--- src/verilog/fcpl_map.svh ---
// register offsets, field positions and reset values of the front-end config block
`ifndef FCPL_MAP_SVH
`define FCPL_MAP_SVH
`define FCPL_ADDR_CHAN_CLK 16'hE708
`define FCPL_ADDR_PORT_LOCK 16'hEA00
`define FCPL_CHAN_SEL_LSB 0
`define FCPL_CHAN_SEL_MSB 3
`define FCPL_CLK_DIS_BIT 6
`define FCPL_SOFT_RST_BIT 7
`define FCPL_LOCK_BIT 0
`define FCPL_CHAN_SEL_RST 4'hF
`define FCPL_CHAN_CLK_RST 8'h0F
`define FCPL_CHAN_CLK_WMASK 8'hCF
`define FCPL_TOGGLES_FOR_SPI 2'h3
`define FCPL_CLK_DIV_HALF 4'h3
`endif

--- src/verilog/fcpl_pkg.sv ---
// types shared by the front-end config block
package fcpl_pkg;
   typedef enum logic {FCPL_PORT_I2C, FCPL_PORT_SPI} fcpl_port_t;
endpackage

--- src/verilog/fcpl_port_select.sv ---
// host port selection: select pin toggle counting and lock
`include "fcpl_map.svh"
module fcpl_port_select import fcpl_pkg::*; (
   input wire logic clk_sys,
   input wire logic rst_n,
   input wire logic select_or_stream_active_pin,
   input wire logic lock_write,
   input wire logic lock_data,
   output fcpl_port_t port_sel,
   output logic port_locked
);
   logic pin_d_r; // previous pin level for edge detect
   logic [1:0] toggle_cnt_r; // toggles seen while unlocked
   fcpl_port_t port_r;
   logic locked_r;
   logic init_r; // first sample seen, avoids a false edge at reset release
   wire pin_toggle = init_r & (select_or_stream_active_pin != pin_d_r);
   wire third_toggle = pin_toggle & (toggle_cnt_r == 2'(`FCPL_TOGGLES_FOR_SPI - 2'h1));
   // lock: i2c needs data bit 1, spi locks on any write
   wire lock_now = lock_write & ((port_r == FCPL_PORT_SPI) | lock_data);
   // pin history
   always_ff @(posedge clk_sys or negedge rst_n) begin
      if (!rst_n) begin
         pin_d_r <= 1'b0;
         init_r <= 1'b0;
      end else begin
         pin_d_r <= select_or_stream_active_pin;
         init_r <= 1'b1;
      end
   end
   // toggle counter and protocol choice
   always_ff @(posedge clk_sys or negedge rst_n) begin
      if (!rst_n) begin
         toggle_cnt_r <= 2'h0;
         port_r <= FCPL_PORT_I2C;
      end else if (!locked_r && port_r == FCPL_PORT_I2C && pin_toggle) begin
         if (third_toggle) begin
            port_r <= FCPL_PORT_SPI;
         end
         toggle_cnt_r <= toggle_cnt_r + 2'h1;
      end
   end
   // lock only falls with hardware reset
   always_ff @(posedge clk_sys or negedge rst_n) begin
      if (!rst_n) begin
         locked_r <= 1'b0;
      end else if (lock_now) begin
         locked_r <= 1'b1;
      end
   end
   assign port_sel = port_r;
   assign port_locked = locked_r;
endmodule

--- src/verilog/fcpl_top.sv ---
// front-end channel/clock control and serial port lock register bank
// How it works
// - bits 0-3 pick temperature or aux input
// - clock disable holds front-end clocks high
// - writing soft reset bit resets front ends
// - three select toggles switch to spi
// - i2c lock bit ignores select toggles
// - any lock register write locks spi
// - lock holds until hardware reset
// - reserved bits read zero, no function
`include "fcpl_map.svh"
module fcpl_top import fcpl_pkg::*; (
   input wire logic clk_sys,
   input wire logic rst_n,
   input wire logic reg_wr,
   input wire logic [15:0] reg_addr,
   input wire logic [7:0] reg_wdata,
   output logic [7:0] reg_rdata,
   input wire logic select_or_stream_active_pin,
   output logic phase_a_aux_channel_select,
   output logic phase_b_aux_channel_select,
   output logic phase_c_aux_channel_select,
   output logic neutral_aux_channel_select,
   output logic [3:0] frontend_clock_output,
   output logic frontend_soft_reset,
   output fcpl_port_t port_sel,
   output logic port_locked
);
   logic [7:0] chan_clk_r; // channel select and clock disable; soft reset bit held at zero
   logic lock_bit_r; // stored lock bit, readable
   logic soft_rst_r; // one-cycle soft reset pulse
   logic [3:0] div_r; // clock divider for the front-end clocks
   logic fe_clk_r;
   logic [3:0] fe_clk_out_r;
   // register decode
   wire hit_chan = (reg_addr == `FCPL_ADDR_CHAN_CLK);
   wire hit_lock = (reg_addr == `FCPL_ADDR_PORT_LOCK);
   wire wr_chan = reg_wr & hit_chan;
   wire wr_lock = reg_wr & hit_lock;
   wire clk_dis = chan_clk_r[`FCPL_CLK_DIS_BIT];
   // reserved bits masked on write so they stay zero
   wire [7:0] chan_wval = reg_wdata & `FCPL_CHAN_CLK_WMASK;
   // channel/clock register; soft reset bit never stored
   always_ff @(posedge clk_sys or negedge rst_n) begin
      if (!rst_n) begin
         chan_clk_r <= `FCPL_CHAN_CLK_RST;
      end else if (wr_chan) begin
         chan_clk_r <= {1'b0, chan_wval[6:0]};
      end
   end
   // soft reset issued as a single pulse on the write
   always_ff @(posedge clk_sys or negedge rst_n) begin
      if (!rst_n) begin
         soft_rst_r <= 1'b0;
      end else begin
         soft_rst_r <= wr_chan & reg_wdata[`FCPL_SOFT_RST_BIT];
      end
   end
   // lock bit storage: sticky, write cannot clear it
   always_ff @(posedge clk_sys or negedge rst_n) begin
      if (!rst_n) begin
         lock_bit_r <= 1'b0;
      end else if (wr_lock && reg_wdata[`FCPL_LOCK_BIT]) begin
         lock_bit_r <= 1'b1;
      end
   end
   // read mux, unmapped reads return zero
   assign reg_rdata = hit_chan ? chan_clk_r :
                      hit_lock ? {7'h0, lock_bit_r} : 8'h00;
   // free-running divider for the front-end clocks
   always_ff @(posedge clk_sys or negedge rst_n) begin
      if (!rst_n) begin
         div_r <= 4'h0;
         fe_clk_r <= 1'b0;
      end else if (div_r == `FCPL_CLK_DIV_HALF) begin
         div_r <= 4'h0;
         fe_clk_r <= ~fe_clk_r;
      end else begin
         div_r <= div_r + 4'h1;
      end
   end
   // clock outputs held high while disabled
   always_ff @(posedge clk_sys or negedge rst_n) begin
      if (!rst_n) begin
         fe_clk_out_r <= 4'h0;
      end else begin
         fe_clk_out_r <= clk_dis ? 4'hF : {4{fe_clk_r}};
      end
   end
   // channel routing outputs: 1 aux input, 0 temperature
   assign phase_a_aux_channel_select = chan_clk_r[`FCPL_CHAN_SEL_LSB];
   assign phase_b_aux_channel_select = chan_clk_r[`FCPL_CHAN_SEL_LSB + 1];
   assign phase_c_aux_channel_select = chan_clk_r[`FCPL_CHAN_SEL_LSB + 2];
   assign neutral_aux_channel_select = chan_clk_r[`FCPL_CHAN_SEL_MSB];
   assign frontend_clock_output = fe_clk_out_r;
   assign frontend_soft_reset = soft_rst_r;
   // protocol selection and lock
   fcpl_port_select u_port (
      .clk_sys(clk_sys),
      .rst_n(rst_n),
      .select_or_stream_active_pin(select_or_stream_active_pin),
      .lock_write(wr_lock),
      .lock_data(reg_wdata[`FCPL_LOCK_BIT]),
      .port_sel(port_sel),
      .port_locked(port_locked)
   );
endmodule

--- config.mk ---
export PLATFORM = sky130hd
export DESIGN_NAME = fcpl_top
export DESIGN_NICKNAME = d
export VERILOG_FILES = /design/src/verilog/fcpl_pkg.sv /design/src/verilog/fcpl_port_select.sv /design/src/verilog/fcpl_top.sv
export VERILOG_INCLUDE_DIRS = /design/src /design/src/verilog
export SDC_FILE = /design/constraint.sdc
export NUM_CORES = 1
export LEC_CHECK = 0
export BUFFER_PORTS_ARGS = -buffer_cell sky130_fd_sc_hd__clkbuf_2
export CORE_ASPECT_RATIO = 0.75
export CORE_UTILIZATION = 30
export CTS_CLUSTER_SIZE = 14
export DETAILED_ROUTE_END_ITERATION = 10
export PLACE_DENSITY_LB_ADDON = 0.25
export SYNTH_ARGS = -nofsm -noshare
export SYNTH_HDL_FRONTEND = slang
export SYNTH_HIERARCHICAL = 1
export SYNTH_SLANG_ARGS = --single-unit
export TNS_END_PERCENT = 50
--- constraint.sdc ---
create_clock -name clk_sys -period 1 [get_ports clk_sys]
set_input_delay 0.05 -clock clk_sys [delete_from_list [all_inputs] [get_ports clk_sys]]
set_output_delay 0.05 -clock clk_sys [all_outputs]
set_load 0.01 [all_outputs]
# After elaboration in Yosys (flattened, before gate mapping)

Index checks and enable logic that the tools add are counted.

Bits in registers: 22
Word-level logic and storage cells: 36
Output and inout port bits: 19
Input port bits: 28

Multiplexer cells: 4
Add/subtract/negate cells: 2
Bitwise gates (word level): 9
Equal/unequal tests: 5
Reduce and logical (&&, ||, !) cells: 5

Operator list:

| cell                                                 | count |
|---|---|
| equality test 16 bit (second input constant)         | 2 |
| two-way mux 4 bit                                    | 2 |
| two-way mux 7 bit                                    | 1 |
| AND 1 bit                                            | 6 |
| adder 4 x 1 -> 4 bit (second input constant)         | 1 |
| equality test 4 x 2 -> 1 bit (second input constant) | 1 |
| logical AND 1 bit                                    | 3 |
| adder 2 x 1 -> 2 bit (second input constant)         | 1 |
| equality test 2 bit (second input constant)          | 1 |
| inverter 1 bit                                       | 2 |
| AND reduction 2 bit                                  | 1 |
| zero test 1 bit                                      | 1 |
| two-way mux 1 bit                                    | 1 |
| != test 1 bit                                        | 1 |
| bitwise OR 1 bit                                     | 1 |

# Logic depth before layout (Yosys ltp)

Gate-level depths: netlist (run 1).

Depth in word-level cells: 4
Mapped depth: 6
Mapped depth without buffers: 5

# Cells and area by module

Netlist (run 1), hierarchy kept.

Modules (own cells, without submodules):

| module           | cells an instance | sequential area each (um^2) | instances | area an instance (um^2) |
|---|---|---|---|---|
| fcpl_top         | 52                | 330.3                       | 1         | 674.4 |
| fcpl_port_select | 18                | 150.1                       | 1         | 232.7 |

# Least setup slack after synthesis (run 1)

Ideal clock, no wire load.

Path type: input to register
Start point: input reg_addr[6]
End point: register chan_clk_r[6]
Setup time: 0.125 ns
Data required time: 0.875 ns
Buffers on the path: 2
Path slack: -0.260 ns
Stages: 6
Arrival: 1.135 ns
Cell sequence: nor4bb_1 and3_1 buf_6 and3_4 buf_8 mux2_4

Cells in the longest elaborated chain, start to end: 2

RTL lines:

| element                        | RTL line       | source |
|---|---|---|
| from (decl)                    | fcpl_top.sv:16 | `input wire logic [15:0] reg_addr,` |
| equality test 16 bit (no line) | --             |  |
| AND 1 bit                      | fcpl_top.sv:38 | `wire wr_chan = reg_wr & hit_chan;` |
| to (signal assigned)           | fcpl_top.sv:46 | `` chan_clk_r <= `FCPL_CHAN_CLK_RST; `` |
| to (signal assigned)           | fcpl_top.sv:48 | `chan_clk_r <= {1'b0, chan_wval[6:0]};` |
| to (decl)                      | fcpl_top.sv:29 | `logic [7:0] chan_clk_r;` |

Every way passes these cells.
A chain may end at the register's enable or synchronous reset.

# Final worst setup path (run 1)

Start point: register chan_clk_r[0]
End point: output reg_rdata[0]

Cells in the longest elaborated chain, start to end: 1

RTL lines:

| element           | RTL line       | source |
|---|---|---|
| two-way mux 7 bit | fcpl_top.sv:68 | `assign reg_rdata = hit_chan ? chan_clk_r :` |
| to (decl)         | fcpl_top.sv:18 | `output logic [7:0] reg_rdata,` |

Every way passes these cells.

==> results of run 1 <==
-- cell type report --
class,instances,area [µm²],area share
multi-input cells,43,442.9,0.3092
clock buffers,3,41.29,0.02882
inverters,2,7.507,0.005240
flip-flops and latches,19,480.5,0.3354
repair buffers,56,410.4,0.2865
well taps,36,45.04,0.03144
clock inverters,1,5.005,0.003493
-- per-stage QoR --
step	area, µm²	TNS [ps]	cells
after global placement	1146	-1482	148
after global routing	1433	-1568	160
after CTS	1264	-834.2	158
final	1433	-960.1	160
after floorplan	914.6	-1100	72
after detailed placement	1146	-1552	148
-- flip-flops by register name (all words and copies together), names as in the netlist --
name                   flops
chan_clk_r                 5
div_r                      4
u_port/toggle_cnt_r        2
fe_clk_r                   1
frontend_clock_output      1
frontend_soft_reset        1
lock_bit_r                 1
u_port/init_r              1
u_port/pin_d_r             1
u_port/port_locked         1
u_port/port_sel            1
-- logic make-up (layout without fill, tap and decap cells) --
| group | Yosys count | in the layout | share of synthesized area |
|---|---|---|---|
| AND/OR/NAND/NOR | 22 | 22 | 0.1697 |
| flip-flops | 19 | 19 | 0.5297 |
| buffers and inverters | 10 | 62 | 0.08689 |
| multiplexers | 7 | 7 | 0.1048 |
| AO/OA/AOI/OAI | 4 | 4 | 0.03448 |
| XOR/XNOR | 4 | 4 | 0.03863 |
| adder cells (fa/ha/maj) | 2 | 2 | 0.02758 |
| other | 2 | 4 | 0.008279 |
-- critical path: cells and delay by family (launching register included) --
family          cells  cell delay [ps]
simple gates        1              130
compound gates      1               60
buf+inv             1              130
flops               1              540
-- routing by layer --
| metal | track usage | up-vias | wire length [µm] | share of wire |
|---|---|---|---|---|
| li1 | - | 341 | - | - |
| met1 | 0.1541 | 359 | 879 | 0.42 |
| met2 | 0.2216 | 23 | 1085 | 0.52 |
| met3 | 0.04861 | 4 | 86 | 0.041 |
| met4 | 0.04710 | 0 | 26 | 0.013 |
| met5 | 0 | - | 0 | 0 |
-- placed cells by master, fill, tap and decap left out, types with 2 or more instances in the layout --
cell type	count
dfrtp_1	15
and3_4	6
buf_4	9
clkbuf_8	3
mux2i_1	2
buf_6	14
conb_1	4
dfstp_2	4
xnor2_1	2
clkbuf_2	29
inv_1	2
dlygate4sd3_1	2
mux2_4	5
-- how the worst min path moves through the flow --
stage                 startpoint            end  slack [ps]  cells after the start
global placement           rst_n  u_port/init_r          30                      1
detailed placement         rst_n  u_port/init_r          30                      1
CTS                 reg_wdata[2]  chan_clk_r[2]          30                      2
global route        reg_wdata[2]  chan_clk_r[2]          20                      2
floorplan                  rst_n  chan_clk_r[6]        -250                      0
finish              reg_wdata[2]  chan_clk_r[2]          30                      2
-- power by group --
group	internal, mW	switching [mW]
registers	0.832	0.0397
clock network	0.277	0.256
logic	0.172	0.146
-- repair_timing --
action / 4_1_cts / 5_1_grt
gates cloned: 0 / 0
endpoints found under the hold margin: 16 / 0
hold buffers: 2 / 0
endpoints found under the setup margin: 9 / 18
buffers inserted: 4 / 2
pin swaps: 0 / 5
resized for setup: 4 / 37
==> key figures, run 1 <==
Power and ir drop
  – Power Density: 1202 nW/µm²
  – Total power: 1.722 mW
  – Max VDD drop: 978.0 µV
  – Leakage: 0.7365 nW

Worst setup path
  – Worst setup path end: reg_rdata[0]
  – Worst Path Required: 950 ps
  – CP cell instances: a22oi_2 -> nor2b_1 -> buf_2
  – Worst flop-to-flop path startpoint: div_r[0]
  – CP peak stage delay: 540 ps
  – Worst reg-to-reg setup slack: 10 ps
  – CP startpoint: chan_clk_r[0]
  – Reg-to-reg critical path endpoint: fe_clk_r
  – Critical Path End Type: output pin
  – Arr. time, crit path: 1110 ps
  – Critical path type: reg2out
  – CP max-delay cell: dfstp_2
  – CP startpoint kind: register
  – CP Max Fanout: 2
  – FF-to-FF path depth: 3

CTS
  – TritonCTS clock tree: built
  – Worst skew pair latency: 260 ps
  – CTS root buf: clkbuf_8
  – # clock sinks: 19
  – Max H-tree Level: 1
  – CTS Buf Count: 3
  – Worst-path clk slew: 70 ps
  – CTS Buffer Depth: 2

Die
  – # IOs: 47
  – Die area: about 3200 µm²
  – Area of the core: roughly 2700 µm²
  – Initial Utilization: 0.3307
  – Die Ht: 49.62 µm
  – Die X: 65.50 µm
  – # rows: 16

Synthesis
  – Distinct cell type count after synthesis: 31
  – Seq/Total Area, Yosys: 0.5297
  – EDFF count, synth: 0
  – Mapped Area: 907.1 µm²
  – Post-Syn Instances: 70
  – Avg Cell Area, Syn: 12.96 µm²
  – Commonest cells in the netlist: dfrtp_1, buf_4, and3_1, mux2_4, dfstp_2
  – Yosys top cell by area: dfrtp_1
  – Synth top area cells: dfrtp_1, dfstp_2, mux2_4
  – Synth warnings: 6
  – Most frequent cell after synthesis: dfrtp_1
  – Yosys reg bits: 19
  – Post-synth top area share: 0.4138
  – Top FF cell, synth: dfrtp_1
  – Share of async-settable or async-resettable flops after synthesis: 1.000

Global route
  – Initial antenna violation count: 0
  – GR Overflow Total: 0
  – GRT Total Usage: 0.1323
  – Largest net degree at the start of global routing: 20
  – Vias in the first global route: 751
  – First-pass GRT wire length: 3153 µm

STA
  – Unrepaired setup endpoints after global routing: true
  – Crit share post-route: 1.164
  – Fin Hold WS: 31.79 ps
  – Max frequency: roughly 0.86 GHz
  – Final Hold Fails: 0
  – Final Setup Violations: 15
  – Worst Setup Slack, final: -163.9 ps
  – Final Max Tran Viols: 0
  – Min Tclk post-route: 1164 ps
  – Clock skew: 1.117 ps

Route
  – Remaining routing DRC violations: 0
  – DR vias: 727
  – Routed WL per cell: 12.98 µm
  – Vias/cell: around 4.5
  – DR iter-0 viols: 9
  – Initial DRT Pass Iterations: 2
  – Antenna Violating Nets Remaining: 0
  – Post-Route WL: 2077 µm

Place
  – IO Port Bufs: 41
  – Hpwl dp: 1503 µm
  – Pre-CTS WS: -247.6 ps
  – Final GP Congestion: roughly 0.7

Layout
  – Share of cells above drive strength 1: 0.6935
  – Filler Cells Inserted: 255
  – Core Util, Final: 0.5224
  – Synth-to-layout area growth: 57.93%
  – Antenna diode count: 0
  – Nets: 155

Status
  – Failing checks: setup timing
  – Status: complete, but fails checks

Job
  – Max-capacitance violation count: 0

Worst hold path
  – Hold crit path type: in2reg
No activity file was read; power rests on OpenSTA's default activity.
==> run 2, diff against run 1 <==
--- a/config.mk
+++ b/config.mk
@@ -8,6 +8,7 @@
 export LEC_CHECK = 0
 export BUFFER_PORTS_ARGS = -buffer_cell sky130_fd_sc_hd__clkbuf_2
 export CORE_ASPECT_RATIO = 0.75
+export CORE_MARGIN = 1
 export CORE_UTILIZATION = 30
 export CTS_CLUSTER_SIZE = 14
 export DETAILED_ROUTE_END_ITERATION = 10
==> constraint.sdc (replaced) <==
create_clock -name clk_sys -period 0.9 [get_ports clk_sys]
set_input_delay 0.045 -clock clk_sys [delete_from_list [all_inputs] [get_ports clk_sys]]
set_output_delay 0.045 -clock clk_sys [all_outputs]
set_load 0.01 [all_outputs]
==> run 2 against run 1 <==
- via count is 0.83% higher
- first-iteration DRC count grew to 2.8 times the previous value
- sequential share of layout area is 0.99 points lower
- wire length is 0.39% higher
- die area stayed put
- combinational power is 24% higher
- utilization is 1.6 points higher
- sequential power is 11% higher
- hold slack worse by 11 ps
- critical endpoint is now reg_rdata[2]
- the run still ends with setup timing left
- design area is 3.1% higher
==> key figures, run 2 (same netlist as run 1, synthesis figures left out) <==
STA
  – Crit share post-route: 1.303
  – Min Tclk post-route: 1173 ps
  – Max frequency: between 0.8 and 0.9 GHz
  – Worst Setup Slack, final: -273.1 ps
  – Final Hold Fails: 0
  – Clock skew: 0.7605 ps
  – Final Max Tran Viols: 0
  – Final Setup Violations: 24
  – Setup TNS: -3561 ps
  – Unrepaired setup endpoints after global routing: true

CTS
  – CTS Buffer Depth: 2
  – Worst-path clk slew: 70 ps
  – Worst skew pair latency: 250 ps
  – TritonCTS clock tree: built
  – CTS root buf: clkbuf_8
  – # clock sinks: 19
  – Max H-tree Level: 1
  – CTS Buf Count: 3

Layout
  – Antenna diode count: 0
  – Synth-to-layout area growth: 62.76%
  – Commonest non-fill, non-tap cell in the layout: clkbuf_2
  – Max reg flops: 5
  – Non-Filler Instances: 164
  – Largest Register: chan_clk_r
  – Share of cells above drive strength 1: 0.7109
  – Final Cell Area: 1476 µm²
  – Commonest cells after routing, fill and taps aside: clkbuf_2, buf_6, dfrtp_1, buf_4, and3_4
  – Nets: 159
  – Biggest regs: chan_clk_r (5), div_r (4), u_port/toggle_cnt_r (2)

Route
  – Initial DRT Pass Iterations: 4
  – DR vias: 733
  – Antenna Violating Nets Remaining: 0
  – Remaining routing DRC violations: 0
  – Vias/cell: 4.470
  – Post-Route WL: between 2000 and 2500 µm
  – DR iter-0 viols: 25
  – Routed WL per cell: 12.71 µm

Place
  – Final GP Congestion: 0.6708
  – Pre-CTS WS: -392.9 ps
  – Hpwl dp: 1474 µm
  – Cells after DPL: 152
  – IO Port Bufs: slightly above 40
  – Dpl cell area: approximately 1200 µm²

Worst setup path
  – Critical path type: in2out
  – CP Max Fanout: 7
  – Worst Path Required: 850 ps
  – CP startpoint kind: input port
  – Arr. time, crit path: approximately 1100 ps
  – Critical Path End Type: output pin

Global route
  – GR Overflow Total: 0
  – GRT Total Usage: 0.1349
  – Largest net degree at the start of global routing: 20
  – Vias in the first global route: 705
  – First-pass GRT wire length: 3222 µm
  – Initial antenna violation count: 0

Die
  – Initial Utilization: 0.3307
  – Area of the core: 2743 µm²
  – Die X: 65.50 µm
  – # IOs: 47
  – Die Ht: 49.62 µm
  – # rows: 16
  – Die area: between 3000 and 4000 µm²

Power and ir drop
  – Leakage: 0.7558 nW
  – Total power: 1.936 mW
  – Power Density: between 1000 and 1500 nW/µm²
  – Max VDD drop: 885.3 µV

Status
  – Status: complete, but fails checks
  – Failing checks: setup timing

Worst hold path
  – Hold crit path type: in2reg

Job
  – Max-capacitance violation count: 0
==> run 2: cell count changes in the layout (fill, tap and decap cells not counted), sizes merged <==
cell / delta
clkbuf: +1
buf: +3
==> run 2: path summary, 6_finish.rpt <==
| kind | endpoint | slack [ps] | startpoint | cells past startpoint |
|---|---|---|---|---|
| worst max-delay path | reg_rdata[2] | -270 | reg_addr[0] | 6 |
| min in group asynchronous | div_r[0] | 270 | rst_n | 2 |
| worst min register to register | fe_clk_r | 460 | fe_clk_r | 1 |
| worst min-delay path | chan_clk_r[6] | 20 | reg_wdata[6] | 2 |
| worst max register to register | div_r[2] | -120 | div_r[0] | 5 |
| max in group asynchronous | chan_clk_r[0] | 280 | rst_n | 2 |
==> run 2: timing repair <==
action	4_1_cts	5_1_grt
buffers inserted	6	1
gates cloned	0	0
setup endpoints to repair	23	25
pin swaps	5	9
hold endpoints to repair	16	0
hold buffers	2	0
gates resized for setup	14	31
==> run 2: area by class of cell <==
cell class	instances	area [µm²]
well taps	36	45.04
multi-input cells	43	447.9
inverters	2	7.507
repair buffers	60	449.2
clock buffers	3	41.29
fillers	239	1266
flip-flops and latches	19	480.5
clock inverters	1	5.005
==> run 2: power breakdown <==
group	leakage [nW]	switching, mW	internal, mW
registers	0.233	0.0448	0.925
clock network	0.0255	0.265	0.307
logic	0.497	0.166	0.228
==> run 2: routing by layer <==
layer  track usage  wire length (µm)
met1        0.1664               842
met2        0.2182              1117
met3       0.05093                89
met4       0.03986                36
met5             0                 0
==> run 2: per-stage QoR <==
stage / hold WS, ps / utilization
floorplan: -250.6 / -
global placement: 22.79 / 0.4288
detailed placement: 14.31 / 0.4288
CTS: 13.03 / 0.4891
global route: 18.81 / 0.5383
finish: 21.17 / 0.5383
==> run 2: critical path, cell delays in order <==
cell	delay, ps
clkbuf_2	80
nor4bb_1	340
and3_4	260
buf_6	120
and3_4	180
buf_6	100
==> run 3, diff against run 2 <==
==> constraint.sdc (replaced) <==
create_clock -name clk_sys -period 0.9 [get_ports clk_sys]
set_input_delay 0.045 -clock clk_sys [delete_from_list [all_inputs] [get_ports clk_sys]]
set_output_delay 0.045 -clock clk_sys [all_outputs]
set_load 0.02 [all_outputs]
==> run 3 against run 2 <==
- the flow still finishes with violations (setup timing)
- sequential share of layout area fell by 1.2 points
- fmax shrank 1.5%
- clock power barely moved
- global-route usage rose by 0.31 points
- clock skew barely moved
- critical path type is now reg2out
- largest cell class is now buffers
==> key figures, run 3 (same netlist as run 1, synthesis figures left out) <==
Worst setup path
  – Critical path type: reg2out
  – Worst flop-to-flop path startpoint: div_r[1]
  – Reg-to-reg critical path endpoint: fe_clk_r
  – CP cell instances: a22oi_2 -> nor2b_2 -> clkbuf_8
  – CP max-delay cell: dfstp_2
  – FF-to-FF path depth: 3
  – Cell count along the critical path: 3
  – Worst setup path end: reg_rdata[0]
  – Worst Path Required: 850 ps
  – CP peak stage delay: 540 ps
  – Delay-heaviest family, CP: flip-flops
  – CP startpoint kind: register
  – CP Max Fanout: 2
  – CP bufs+invs: 1
  – Arr. time, crit path: 1150 ps
  – Critical Path End Type: output pin
  – CP startpoint: chan_clk_r[0]
  – Worst reg-to-reg setup slack: -80 ps

CTS
  – # clock sinks: 19
  – CTS root buf: clkbuf_8
  – Worst-path clk slew: around 60 ps
  – CTS Buffer Depth: 2
  – Max H-tree Level: 1
  – Worst skew pair latency: 250 ps
  – TritonCTS clock tree: built
  – CTS Buf Count: 3

Global route
  – GRT Total Usage: 0.1380
  – GR Overflow Total: 0
  – Vias in the first global route: 788
  – Initial antenna violation count: 0
  – Largest net degree at the start of global routing: 20
  – First-pass GRT wire length: 3339 µm

Layout
  – Filler Cells Inserted: around 240
  – Core Util, Final: 0.5589
  – Largest Register: chan_clk_r
  – Commonest non-fill, non-tap cell in the layout: clkbuf_2
  – Max reg flops: 5
  – Biggest regs: chan_clk_r (5), div_r (4), u_port/toggle_cnt_r (2)
  – Nets: 163
  – Synth-to-layout area growth: 68.97%
  – Commonest cells after routing, fill and taps aside: clkbuf_2, dfrtp_1, buf_4, buf_6, buf_8
  – Share of cells above drive strength 1: 0.7273
  – Antenna diode count: 0
  – Final Cell Area: 1533 µm²
  – Non-Filler Instances: between 150 and 200

Place
  – Hpwl dp: 1508 µm
  – Final GP Congestion: 0.7246
  – Dpl cell area: around 1200 µm²
  – Pre-CTS WS: -400.1 ps
  – IO Port Bufs: 41
  – Cells after DPL: between 150 and 200

Route
  – Routed WL per cell: about 13 µm
  – Vias/cell: roughly 4.5
  – Remaining routing DRC violations: 0
  – Initial DRT Pass Iterations: 4
  – DR vias: 763
  – Post-Route WL: 2165 µm
  – DR iter-0 viols: 18
  – Antenna Violating Nets Remaining: 0

STA
  – Min Tclk post-route: between 1000 and 1500 ps
  – Crit share post-route: 1.323
  – Final Hold Fails: 0
  – Final Setup Violations: 24
  – Worst Setup Slack, final: -290.8 ps
  – Clock skew: about 0.65 ps
  – Final Max Tran Viols: 0
  – Max frequency: between 0.8 and 0.9 GHz
  – Unrepaired setup endpoints after global routing: true
  – Setup TNS: -2832 ps
  – Fin Hold WS: between 20 and 30 ps

Power and ir drop
  – Power Density: 1275 nW/µm²
  – Total power: about 2.0 mW
  – Leakage: 0.7812 nW
  – Max VDD drop: 984.1 µV

Die
  – # rows: 16
  – # IOs: 47
  – Die X: 65.50 µm
  – Die area: around 3200 µm²
  – Initial Utilization: 0.3307
  – Area of the core: between 2000 and 3000 µm²
  – Die Ht: just under 50 µm

Status
  – Failing checks: setup timing
  – Status: complete, but fails checks

Job
  – Max-capacitance violation count: 0

Worst hold path
  – Hold crit path type: in2reg
-- run 3: cell count changes in the layout (fill, tap and decap cells not counted), sizes merged --
cell    before  now
clkinv       1    0
clkbuf      33   31
buf         28   35
-- run 3: metal layers --
metal  global-route usage  up-vias  part of all wire
met5                    0        -                 0
met4              0.01087        0                 0
li1                     -      360                 -
met3              0.05324        0             0.041
met1               0.1594      383              0.38
met2               0.2491       20              0.58
-- run 3: worst reg2reg max path: stages, from the launching register on --
cell and delay, ps:
dfrtp_1 370, ha_2 190, nor3b_4 200, xor2_1 150
-- run 3: layout make-up --
cell class                      count  area, µm²  area share
Timing Repair Buffer               64      506.7      0.3306
Sequential cell                    19      480.5      0.3135
Multi-Input combinational cell     43      447.9      0.2922
Clock buffer                        4      45.04     0.02939
Inverter                            2      7.507    0.004898
Tap cell                           36      45.04     0.02939
-- run 3: report_power, final --
part / internal (mW) / total, mW / switching (mW) / leakage (nW)
clock: 0.314 / 0.573 / 0.259 / 0.0228
sequential: 0.925 / 0.967 / 0.0422 / 0.233
combinational: 0.224 / 0.413 / 0.189 / 0.525
-- run 3: what timing repair did --
action / CTS / global route
buffers inserted: 5 / 2
hold buffers: 2 / 0
gates resized for setup: 29 / 27
endpoints found under the setup margin: 23 / 28
pin swaps: 5 / 5
hold endpoints to repair: 16 / 0
-- run 3: worst min-delay path by stage --
stage | slack [ps] | from | end | depth (start not counted)
floorplan | -250 | rst_n | chan_clk_r[6] | 0
global route | 30 | reg_wdata[6] | chan_clk_r[6] | 2
global placement | 10 | rst_n | lock_bit_r | 1
CTS | 20 | reg_wdata[1] | chan_clk_r[1] | 2
finish | 30 | reg_wdata[0] | lock_bit_r | 2
detailed placement | 30 | rst_n | lock_bit_r | 1
